===== src/hdl/fru_pkg.sv =====
package fru_pkg;
  localparam int          DATA_W       = 8;
  localparam int          ADDR_W       = 5;
  localparam int          INSN_W       = 12;
  // opcode field is instruction bits 11:6, destination bit 5, register select 4:0
  localparam int          OPC_MSB      = 11;
  localparam int          OPC_LSB      = 6;
  localparam int          DEST_BIT     = 5;
  localparam int          REG_MSB      = 4;
  localparam int          REG_LSB      = 0;
  localparam logic [5:0]  OPC_INVERT   = 6'h09;  // 0010 01
  localparam logic [5:0]  OPC_MINUS    = 6'h03;  // 0000 11
  localparam logic [5:0]  OPC_MINUS_SK = 6'h0B;  // 0010 11
  localparam logic [7:0]  ACC_RESET    = 8'h00;
  localparam logic [7:0]  ONE          = 8'h01;

  typedef enum logic [1:0] {
    FRU_IDLE,
    FRU_EXEC,
    FRU_SKIP
  } fru_state_t;
endpackage : fru_pkg


===== src/hdl/fru_result_reg.sv =====
// result register: latches the computed word on load and holds it until the next load
module fru_result_reg (
  // clock and reset
  input  wire logic                          sys_clk,
  input  wire logic                          rst_n,
  // capture side
  input  wire logic                          load,
  input  wire logic [fru_pkg::DATA_W-1:0]    data_in,
  // registered result
  output logic      [fru_pkg::DATA_W-1:0]    data_out
);
  typedef struct packed {
    logic [fru_pkg::DATA_W-1:0] data;
  } fru_rr_st_t;

  fru_rr_st_t st_q;
  fru_rr_st_t st_d;

  always_comb begin
    st_d = st_q;
    if (load) begin
      st_d.data = data_in;
    end
  end

  always_ff @(posedge sys_clk or negedge rst_n) begin
    if (!rst_n) begin
      st_q <= '0;
    end else begin
      st_q <= st_d;
    end
  end

  assign data_out = st_q.data;
endmodule // fru_result_reg


===== src/hdl/fru_unary_ops.sv =====
module fru_unary_ops (
  // clock and reset
  input  wire logic                          sys_clk,
  input  wire logic                          arst_n,
  // decoder side
  input  wire logic                          insn_valid,
  input  wire logic [fru_pkg::INSN_W-1:0]    insn_word,
  output logic                               insn_ready,
  // register file read port (combinational read)
  output logic      [fru_pkg::ADDR_W-1:0]    rf_raddr,
  input  wire logic [fru_pkg::DATA_W-1:0]    rf_rdata,
  // register file write port
  output logic                               rf_we,
  output logic      [fru_pkg::ADDR_W-1:0]    rf_waddr,
  output logic      [fru_pkg::DATA_W-1:0]    rf_wdata,
  // accumulator and zero flag
  output logic      [fru_pkg::DATA_W-1:0]    acc_value,
  output logic                               zero_flag,
  // skip request to fetch: discard prefetched word
  output logic                               skip_req,
  output logic                               idle_slot
);
  typedef struct packed {
    fru_pkg::fru_state_t        state;
    logic [fru_pkg::DATA_W-1:0] acc;
    logic                       zero;
    logic                       we;
    logic [fru_pkg::ADDR_W-1:0] waddr;
    logic                       skip;
    logic                       done;
  } fru_st_t;

  fru_st_t st_q;
  fru_st_t st_d;
  // kept out of the struct: these two reset on the raw pin, the struct on their output
  logic    rst_m_q;
  logic    rst_s_q;
  logic    rst_n;
  logic    load_res;

  logic [5:0]                 opc;
  logic                       dest;
  logic [fru_pkg::DATA_W-1:0] result;
  logic                       is_inv;
  logic                       is_dec;
  logic                       is_dsk;

  function automatic logic [fru_pkg::DATA_W-1:0] minus_one(input logic [fru_pkg::DATA_W-1:0] v);
    minus_one = v - fru_pkg::ONE;
  endfunction

  // reset release synchroniser: asserts at once, releases two edges later
  always_ff @(posedge sys_clk or negedge arst_n) begin
    if (!arst_n) begin
      rst_m_q <= 1'b0;
      rst_s_q <= 1'b0;
    end else begin
      rst_m_q <= 1'b1;
      rst_s_q <= rst_m_q;
    end
  end
  assign rst_n = rst_s_q;

  assign opc      = insn_word[fru_pkg::OPC_MSB:fru_pkg::OPC_LSB];
  assign dest     = insn_word[fru_pkg::DEST_BIT];
  assign is_inv   = (opc == fru_pkg::OPC_INVERT);
  assign is_dec   = (opc == fru_pkg::OPC_MINUS);
  assign is_dsk   = (opc == fru_pkg::OPC_MINUS_SK);
  assign rf_raddr = insn_word[fru_pkg::REG_MSB:fru_pkg::REG_LSB];

  always_comb begin
    if (is_inv) begin
      result = ~rf_rdata;
    end else begin
      result = minus_one(rf_rdata);
    end
  end

  // busy only during the idle slot that replaces the discarded word
  assign insn_ready = (st_q.state != fru_pkg::FRU_SKIP);
  assign load_res   = insn_valid && insn_ready && (is_inv || is_dec || is_dsk);

  always_comb begin
    st_d       = st_q;
    st_d.we    = 1'b0;
    st_d.skip  = 1'b0;
    st_d.done  = 1'b0;
    case (st_q.state)
      fru_pkg::FRU_IDLE, fru_pkg::FRU_EXEC: begin
        st_d.state = fru_pkg::FRU_IDLE;
        if (load_res) begin
          st_d.state = fru_pkg::FRU_EXEC;
          st_d.done  = 1'b1;
          st_d.waddr = rf_raddr;
          if (dest) begin
            st_d.we = 1'b1;
          end else begin
            st_d.acc = result;
          end
          if (!is_dsk) begin
            st_d.zero = (result == '0);
          end else if (result == '0) begin
            st_d.skip  = 1'b1;
            st_d.state = fru_pkg::FRU_SKIP;
          end
        end
      end
      fru_pkg::FRU_SKIP: begin
        st_d.state = fru_pkg::FRU_IDLE;
      end
      default: begin
        st_d.state = fru_pkg::FRU_IDLE;
      end
    endcase
  end

  always_ff @(posedge sys_clk or negedge rst_n) begin
    if (!rst_n) begin
      st_q.state <= fru_pkg::FRU_IDLE;
      st_q.acc   <= fru_pkg::ACC_RESET;
      st_q.zero  <= 1'b0;
      st_q.we    <= 1'b0;
      st_q.waddr <= '0;
      st_q.skip  <= 1'b0;
      st_q.done  <= 1'b0;
    end else begin
      st_q.state <= st_d.state;
      st_q.acc   <= st_d.acc;
      st_q.zero  <= st_d.zero;
      st_q.we    <= st_d.we;
      st_q.waddr <= st_d.waddr;
      st_q.skip  <= st_d.skip;
      st_q.done  <= st_d.done;
    end
  end

  fru_result_reg u_result (
    .sys_clk  (sys_clk),
    .rst_n    (rst_n),
    .load     (load_res),
    .data_in  (result),
    .data_out (rf_wdata)
  );

  assign rf_we     = st_q.we;
  assign rf_waddr  = st_q.waddr;
  assign acc_value = st_q.acc;
  assign zero_flag = st_q.zero;
  assign skip_req  = st_q.skip;
  assign idle_slot = (st_q.state == fru_pkg::FRU_SKIP);
endmodule // fru_unary_ops


===== config.mk =====
export PLATFORM = sky130hd
export DESIGN_NAME = fru_unary_ops
export DESIGN_NICKNAME = d
export VERILOG_FILES = /design/src/hdl/fru_pkg.sv /design/src/hdl/fru_result_reg.sv /design/src/hdl/fru_unary_ops.sv
export SDC_FILE = /design/constraint.sdc
export NUM_CORES = 1
export LEC_CHECK = 0
export BUFFER_PORTS_ARGS = -buffer_cell sky130_fd_sc_hd__buf_2
export CAP_MARGIN = 25
export CORE_MARGIN = 5
export CORE_UTILIZATION = 30
export CTS_CLUSTER_DIAMETER = 50
export DETAILED_ROUTE_END_ITERATION = 10
export MAX_ROUTING_LAYER = met4
export PLACE_DENSITY = 0.64
export SYNTH_ARGS = -nofsm -noshare
export SYNTH_HDL_FRONTEND = slang
export SYNTH_SLANG_ARGS = --single-unit

===== constraint.sdc =====
create_clock -name sys_clk -period 0.89 [get_ports sys_clk]
set_input_delay 0.1335 -clock sys_clk [delete_from_list [all_inputs] [get_ports sys_clk]]
set_output_delay 0.1335 -clock sys_clk [all_outputs]
set_load 0.1 [all_outputs]

Word-level counts from Yosys, hierarchy flattened
Cells that the tools add are included.

word-level totals
  logic and storage cells = 40
  flip-flop bits (word level) = 28
  output and inout bits = 31
  input bits = 23

cells by class
  mux-type cells = 11
  equal/unequal tests = 6
  bitwise logic cells = 3
  $add $sub $neg = 1
  reduce and logical (&&, ||, !) cells = 10

operator list
  operator                                              number
  2-to-1 mux 8 bit                                      3
  2-to-1 mux 19 bit                                     1
  equality test 6 x 4 -> 1 bit (second input constant)  2
  zero test 8 bit                                       1
  inverter 8 bit                                        1
  subtractor 8 x 1 -> 8 bit (second input constant)     1
  equality test 6 x 2 -> 1 bit (second input constant)  1
  2-to-1 mux 2 bit                                      3
  AND reduction 3 bit                                   2
  2-to-1 mux 1 bit                                      4
  equality test 2 x 1 -> 1 bit (second input constant)  1
  equality test 2 bit (second input constant)           1
  logical AND 1 bit                                     2
  zero test 2 bit                                       1
  logical OR 1 bit                                      2
  != test 2 bit (second input constant)                 1
  inverter 1 bit                                        2
  AND reduction 2 bit                                   1
  OR reduction 2 bit                                    1

Logic depth before layout (Yosys ltp)
Gate-level depths: netlist (run 1).

  word-level depth = 7
  gate-level depth with buffers = 7
  mapped depth without buffers = 7

Modules after synthesis
From an unflattened synthesis (run 1), not the netlist that was laid out.

unflattened totals
  cells, all modules = 143
  area total of the unflattened synthesis = 1592.8 um2

by module, submodules not included
  module          sequential area each (um2)  area each (um2)  times used  cells each
  fru_unary_ops   475.5                       1261.2           1           126
  fru_result_reg  200.2                       331.6            1           17

Least setup slack after synthesis (run 1)
No wires, ideal clock.

  path type = flip-flop to flip-flop
  start point = register skip_req (netlist name)
  end point = register u_result.st_q (netlist bit u_result.data_out[0])
  cell stages (with the launch flop) = 5
  setup slack = -2828 ps
  data arrival time = 3592 ps
  cell sequence = dfrtp_1 > nand2b_1 > inv_1 > nor4_2 > mux2_2

RTL lines
  element                 line                  text
  end signal: assignment  fru_result_reg.sv:30  st_q <= st_d;
  end: declaration        fru_result_reg.sv:16  fru_rr_st_t st_q;

==> results.yml, run 1 <==
critical_path:
  path_max_fanout: 3
  reg2reg_setup_slack_ps: -610
  critPathCaptureType: "register"
  cp-start-kind: "primary input"
  reg2reg_to: "u_result.data_out[4]"
  reg2reg_from: "skip_req"
  required_ps: 1070
  rr_worst_depth: 5
  endpoint: "st_q[17]"
  critPathLaunch: "rf_rdata[0]"
  worstPathArrival_ps: 1700
  crit_type: "in -> reg"
synthesis:
  synth_area_sq_um: 1540
  yosysTopAreaCellShare: 0.439
  synth.avg_cell_area_sq_um: 11.6
  syn_nets: 157
  yosys_warnings: 0
  yosys-top-cells-area: "dfrtp_1, mux2_2, buf_4"
  synth_cells: 133
  synth_cell_types: 37
  synth_seq_area_share: 0.439
  ys_ff_latch: 27
  yosysTopAreaCell: "dfrtp_1"
place:
  gp_congestion: 0.822
  portBuffers: 53
  dp_hpwl_microns: 3140
  dp.cells: 266
timing:
  finalSetupTns_ps: -17870
  drv_slew: 0
  finalHoldViolations: 0
  rsz0062_at_grt: "true"
  post-route-min-period_ps: 1520
  fin_skew_ps: 5.82
  fmax_mhz: 658
  min_period_over_period: 1.71
  worst_slack_ps: -631
  setup_violations: 51
route:
  ant_nets: 0
  wl_microns: 3980
  drcViolationCount: 0
  vias_per_cell: 4.53
  firstDrtPassIters: 4
  drtIter0Drc: 33
  wl_per_cell_microns: 14.4
  dr_total_vias: 1255
pwr:
  powerDensity_nw_per_um2: 2130
  p_leak_nw: 1.23
  power_mw: 5.90
  irDropWorstVdd_v: 0.00153
hold_path:
  min-delay-start: "insn_word[5]"
  worstHoldPathType: "in -> reg"
cells_and_area:
  nNetsFinal: 232
  drive_gt1_frac: 0.671
  syn2layout_area_growth_pct: 79.9
  n_antenna_cell: 0
  layout.cells.non_filler: 277
floorplanning:
  die-area_sq_um: 6660
  start_util: 0.305
  ios: 54
  fp.dieH_microns: 81.6
  core_sq_um: 5040
  rows: 26
  die_w_microns: 81.6
global_routing:
  grt_overflow: 0
  antenna_found_initial: 0
  grt_pass1_wl_microns: 6530
  grt_pass1_vias: 1390
  grt_max_degree: 20
  grt_usage: 0.133
cts:
  clk_pin_slew_worst_paths_ps: 100
  clock_sinks: 27
  numCtsBuffers: 3
  insertion_delay_ps: 280
  cts_tree: "done"
  root_buffer: "clkbuf_8"
  clockBufferDepth: 2
  htree_num_levels: 1
run_status:
  violations: "negative setup slack"
  status: "finished with violations"
job:
  drv_cap: 0
sequential cells by signal (all words and copies together), names as in the netlist:
| register | flops |
|---|---|
| skip_req | 1 |
| rst_n | 1 |
| st_q | 1 |
| u_result.data_out | 8 |
| rf_we | 1 |
| zero_flag | 1 |
| rf_waddr | 5 |
| acc_value | 8 |
| rst_m_q | 1 |
kinds of logic after synthesis:
family,share of synthesized area
simple gates,0.165
mux,0.154
compound gates,0.0781
flops,0.439
buf+inv,0.107
other cells,0.00244
fa+ha+maj,0.00814
xor+xnor,0.0456
worst min path at each step:
stage | slack [ps] | depth (start not counted) | endpoint
2_1_floorplan | -160 | 0 | rst_m_q
3_3_place_gp | -80 | 1 | rst_n
3_5_place_dp | -70 | 1 | rst_n
4_1_cts | 100 | 2 | rf_we
5_1_grt | 110 | 2 | rf_we
6_report | 100 | 2 | rf_we
worst max-delay path, cell delays in order:
cell and delay [ps]:
buf_12 100, inv_12 30, ha_4 240, a21bo_2 210, o32a_1 330, a2111o_1 410
o31a_1 250
placed cells by master (no fill, tap or decap), types with 6 or more instances in the layout:
master / Yosys / routed
buf_2: 0 / 18
dfrtp_1: 27 / 24
buf_12: 0 / 34
nor2_1: 6 / 6
nand2_1: 8 / 8
mux2_4: 0 / 21
buf_4: 19 / 33
xnor2_1: 6 / 6
Yosys cell counts:
cell type	n
nor2_4	1
nor3_2	1
or3b_1	1
a21o_2	1
xor2_1	2
a2111oi_0	1
a2111o_1	2
and2_2	1
and3_1	1
buf_4	19
o21ai_0	1
o31ai_1	1
o31a_1	1
nor3_4	1
mux2_2	21
nor4_4	2
clkbuf_4	1
nand2_1	8
ha_1	1
a21oi_1	3
nor3b_2	1
a21boi_0	2
dfrtp_1	27
xnor2_1	6
nand2b_1	3
nor2_1	6
a21bo_2	1
nor3b_1	1
o32a_1	1
nor4_1	2
nand3_1	3
nor4_2	1
and2b_1	1
and2_1	2
o22a_1	1
inv_1	4
conb_1	1
through the flow:
stage | instance area [sq um] | util | setup slack (ps) | hold WS, ps
floorplan | 1640 | - | -1670 | -162
global placement | 2560 | 0.507 | -1040 | -80.2
detailed placement | 2560 | 0.507 | -1130 | -74.7
CTS | 2720 | 0.540 | -631 | 95.5
global route | 2770 | 0.549 | -685 | 111
finish | 2770 | 0.549 | -631 | 101
cell type report:
| cell class | instances | area [sq um] |
|---|---|---|
| clock buffer | 3 | 41.3 |
| clock inverter | 1 | 5.00 |
| fill | 423 | 2280 |
| inverter | 4 | 33.8 |
| multi-input combinational | 82 | 840 |
| sequential | 27 | 682 |
| tap | 70 | 87.6 |
| timing repair buffer | 90 | 1080 |
what timing repair did:
action	4_1_cts	5_1_grt
hold buffers	1	0
pin swaps	9	0
setup buffers	4	2
setup endpoints to repair	51	51
resized for setup	23	7
endpoints found under the hold margin	2	0
power breakdown:
group	internal (mW)	switching, mW
Sequential	1.45	0.244
Combinational	1.39	2.10
Clock	0.315	0.400
metal layers:
metal,track usage,wire length [microns],vias to the layer above
met5,-,0,-
met4,0.0465,53,0
met3,0.0373,313,5
met2,0.226,1930,50
met1,0.151,1680,610
li1,-,-,590
Power figures use the tool's default switching activity.
==> inputs of run 2 (changes only) <==
--- a/config.mk
+++ b/config.mk
@@ -11,8 +11,6 @@
 export CORE_UTILIZATION = 30
 export CTS_CLUSTER_DIAMETER = 50
 export DETAILED_ROUTE_END_ITERATION = 10
-export MAX_ROUTING_LAYER = met4
-export PLACE_DENSITY = 0.64
 export SYNTH_ARGS = -nofsm -noshare
 export SYNTH_HDL_FRONTEND = slang
 export SYNTH_SLANG_ARGS = --single-unit
==> results.yml, run 2 (synthesized netlist as in run 1, its figures left out) <==
critical_path:
  reg2reg_setup_slack_ps: -630
  required_ps: 1060
  crit_type: "in -> reg"
  cp-start-kind: "primary input"
  worst_path_max_delay_cell: "a2111o_1"
  crit_buf_inv: 2
  critPathCaptureType: "register"
  rr_worst_depth: 5
  path_max_fanout: 3
  critical_path.cell_chain: "buf_8 -> inv_12 -> ha_4 -> a21bo_2 -> o32a_1 -> a2111o_1 -> o31a_1"
  worstPathArrival_ps: 1700
  slowest_delay_ps: 400
  cp_num_cells: 7
  path_delay_family: "compound AO/OA/AOI/OAI gates"
job:
  drv_cap: 0
cells_and_area:
  nNetsFinal: 233
  syn2layout_area_growth_pct: 77.9
  mostFrequentLayoutCells: "buf_12, buf_4, dfrtp_1"
  layout.cells.non_filler: 278
  design_area_sq_um: 2740
  n_antenna_cell: 0
  drive_gt1_frac: 0.668
timing:
  rsz0062_at_grt: "true"
  min_period_over_period: 1.72
  finalSetupTns_ps: -17940
  finalHoldViolations: 0
  fmax_mhz: 653
  fin_skew_ps: 2.71
  worst_slack_ps: -641
  drv_slew: 0
  post-route-min-period_ps: 1530
  setup_violations: 51
floorplanning:
  core_sq_um: 5040
  rows: 26
  die-area_sq_um: 6660
  die_w_microns: 81.6
  ios: 54
  fp.dieH_microns: 81.6
  start_util: 0.305
place:
  gp_congestion: 0.912
  portBuffers: 53
  dp.cells: 266
  dp_hpwl_microns: 3030
  postPlaceCellArea_sq_um: 2560
global_routing:
  antenna_found_initial: 0
  grt_overflow: 0
  grt_pass1_vias: 1342
  grt_usage: 0.122
  grt_max_degree: 17
  grt_pass1_wl_microns: 6370
route:
  wl_microns: 3740
  firstDrtPassIters: 4
  drcViolationCount: 0
  drtIter0Drc: 19
  ant_nets: 0
  wl_per_cell_microns: 13.5
  vias_per_cell: 4.47
  dr_total_vias: 1243
hold_path:
  worstHoldPathType: "in -> reg"
  hold_path_depth: 2
pwr:
  irDropWorstVdd_v: 0.00152
  p_leak_nw: 1.21
  powerDensity_nw_per_um2: 2120
cts:
  insertion_delay_ps: 280
  cts_tree: "done"
  root_buffer: "clkbuf_8"
  clockBufferDepth: 2
  htree_num_levels: 1
  clock_sinks: 27
  clk_pin_slew_worst_paths_ps: 90
  numCtsBuffers: 3
run_status:
  violations: "negative setup slack"
  status: "finished with violations"
==> run 2: layout make-up <==
class	instances	area, sq um
clock inverter	1	7.51
tap	70	87.6
timing repair buffer	91	1080
clock buffer	3	41.3
sequential	27	682
inverter	4	33.8
multi-input combinational	82	801
fill	426	2310
==> run 2: power breakdown <==
| group | switching, mW | leakage, nW | internal (mW) |
|---|---|---|---|
| Combinational | 2.08 | 0.846 | 1.33 |
| Sequential | 0.241 | 0.339 | 1.45 |
| Clock | 0.394 | 0.0217 | 0.318 |
==> run 2: per-stage QoR <==
stage / total power [mW] / setup WS (ps) / util / hold slack [ps]
finish: 5.81 / -641 / 0.543 / 133
global route: 6.03 / -685 / 0.543 / 124
CTS: 5.86 / -649 / 0.541 / 114
detailed placement: 5.05 / -1070 / 0.507 / -76.2
global placement: 5.03 / -1050 / 0.507 / -78.6
floorplan: 3.89 / -1670 / - / -162
==> run 2: path summary, 6_finish.rpt <==
kind                                        end          from
max                                    st_q[17]   rf_rdata[0]
min                                       rf_we  insn_word[5]
max reg2reg                u_result.data_out[7]      skip_req
min reg2reg                         rf_waddr[4]         rst_n
max in group asynchronous          acc_value[1]         rst_n
min in group asynchronous           rf_waddr[4]         rst_n
==> run 2: metal layers <==
layer,up-vias,wire [microns],share of wire,track usage
met4,0,38,0.010,0.0249
met3,4,276,0.074,0.0417
met1,599,1540,0.41,0.141
li1,598,-,-,-
met2,42,1890,0.50,0.220
met5,-,0,0,0
==> run 2: timing repair <==
action / 4_1_cts / 5_1_grt
gates resized for setup: 18 / 2
buffers inserted: 7 / 0
endpoints found under the hold margin: 2 / 0
hold buffers: 1 / 0
setup endpoints to repair: 51 / 51
pin swaps: 9 / 2
==> inputs of run 3 (changes only) <==
==> constraint.sdc (replaced) <==
create_clock -name sys_clk -period 0.89 [get_ports sys_clk]
set_input_delay 0.1335 -clock sys_clk [delete_from_list [all_inputs] [get_ports sys_clk]]
set_output_delay 0.1335 -clock sys_clk [all_outputs]
set_load 0.01 [all_outputs]
==> results.yml, run 3 (synthesized netlist as in run 1, its figures left out) <==
route:
  routed.top_layer: "met3"
  routed-wl-met3_microns: 258
  drcViolationCount: 0
  wl_per_cell_microns: 13.1
  firstDrtPassIters: 4
  vias_per_cell: 4.30
  dr_total_vias: 1255
  wl_microns: 3830
  drtIter0Drc: 32
  ant_nets: 0
  met2_length_microns: 1960
  wl_met1_microns: 1610
floorplanning:
  die_w_microns: 81.6
  die-area_sq_um: 6660
  ios: 54
  rows: 26
  fp.dieH_microns: 81.6
  core_sq_um: 5040
  start_util: 0.305
critical_path:
  crit_type: "in -> reg"
  required_ps: 1050
  critical_path.cell_chain: "buf_8 -> nor4_4 -> nand3_1 -> a2111o_1 -> a2111o_1 -> o31a_1"
  path_max_fanout: 3
  cp-start-kind: "primary input"
  cp_common_cell: "a2111o_1"
  worstPathArrival_ps: 1740
  slowest_delay_ps: 460
  critPathCaptureType: "register"
  crit_buf_inv: 1
  path_delay_family: "compound AO/OA/AOI/OAI gates"
  worst_path_max_delay_cell: "a2111o_1"
cells_and_area:
  final_common_cell: "buf_4"
  final_util: 0.482
  n_antenna_cell: 0
  layout.cells.non_filler: 292
  n_fill_cell: 467
  design_area_sq_um: 2430
  syn2layout_area_growth_pct: 57.9
  nNetsFinal: 247
  drive_gt1_frac: 0.676
  mostFrequentLayoutCells: "buf_4, buf_2, dfrtp_1"
timing:
  finalSetupTns_ps: -16950
  fmax_mhz: 633
  drv_slew: 0
  finalHoldViolations: 0
  worst_slack_ps: -691
  post-route-min-period_ps: 1580
  min_period_over_period: 1.78
  fin_skew_ps: 2.71
  rsz0062_at_grt: "true"
  setup_violations: 51
  hold_slack_ps: 101
place:
  dp_hpwl_microns: 2860
  gp_congestion: 0.777
  portBuffers: 53
  dp.cells: 268
  dp_slack_ps: -1050
  postPlaceCellArea_sq_um: 2050
pwr:
  pwr-share-comb: 0.366
  p_sw_mw: 0.977
  p_leak_nw: 1.19
  power_mw: 3.55
  clock_power_share: 0.195
  switching_share: 0.275
  pwr-share-seq: 0.439
  powerDensity_nw_per_um2: 1460
  irDropWorstVdd_v: 0.000862
  intPower_mw: 2.57
cts:
  htree_num_levels: 1
  clk_pin_slew_worst_paths_ps: 90
  clockBufferDepth: 2
  root_buffer: "clkbuf_8"
  clock_sinks: 27
  insertion_delay_ps: 270
  cts_tree: "done"
  numCtsBuffers: 3
run_status:
  status: "finished with violations"
  violations: "negative setup slack"
global_routing:
  grt_usage: 0.122
  antenna_found_initial: 0
  grt_pass1_vias: 1351
  grt_max_degree: 17
  grt_pass1_wl_microns: 6330
  grt_overflow: 0
job:
  drv_cap: 0
hold_path:
  worstHoldPathType: "in -> reg"
==> run 3: changes by cell type in the layout (fill, tap and decap cells not counted), moves of 2 or more <==
cell	delta
dfrtp_1	+2
buf_6	+7
clkinvlp_4	-2
mux2_4	+7
buf_12	-31
buf_2	+25
buf_4	+13
mux2_2	-7
inv_2	+2
==> run 3: timing repair <==
action | CTS | global route
pin swaps | 10 | 5
gates resized for setup | 38 | 8
setup buffers | 13 | 8
hold endpoints to repair | 2 | 0
setup endpoints to repair | 51 | 51
hold buffers | 1 | 0
gates cloned | 0 | 0
==> run 3: final timing paths <==
| check | end | startpoint | slack, ps | depth (start not counted) |
|---|---|---|---|---|
| max | st_q[17] | rf_rdata[6] | -690 | 6 |
| min | rf_waddr[1] | insn_word[1] | 100 | 2 |
| max reg2reg | acc_value[6] | skip_req | -660 | 5 |
| min reg2reg | skip_req | rst_n | 180 | 1 |
| max in group asynchronous | u_result.data_out[6] | rst_n | 500 | 1 |
| min in group asynchronous | rst_m_q | arst_n | 170 | 2 |
==> run 3: area by class of cell <==
class | count | area, sq um | share of cell area
Multi-Input combinational cell | 82 | 837 | 0.345
Timing Repair Buffer | 105 | 764 | 0.315
Clock buffer | 4 | 45.0 | 0.0185
Sequential cell | 27 | 677 | 0.279
Inverter | 4 | 17.5 | 0.00721
Tap cell | 70 | 87.6 | 0.0361
==> run 3: routing by layer <==
| metal | vias up | track usage |
|---|---|---|
| met5 | - | 0 |
| met4 | 0 | 0.0150 |
| met3 | 0 | 0.0362 |
| met2 | 40 | 0.215 |
| met1 | 595 | 0.151 |
| li1 | 620 | - |
==> run 3: power groups by stage <==
stage | clock network (mW) | logic, mW | registers, mW
after detailed placement | 0 | 0.941 | 1.58
final | 0.692 | 1.30 | 1.56
after global placement | 0 | 0.926 | 1.57
after floorplan | 0 | 0.613 | 1.62
after CTS | 0.737 | 1.22 | 1.55
after global routing | 0.804 | 1.41 | 1.59
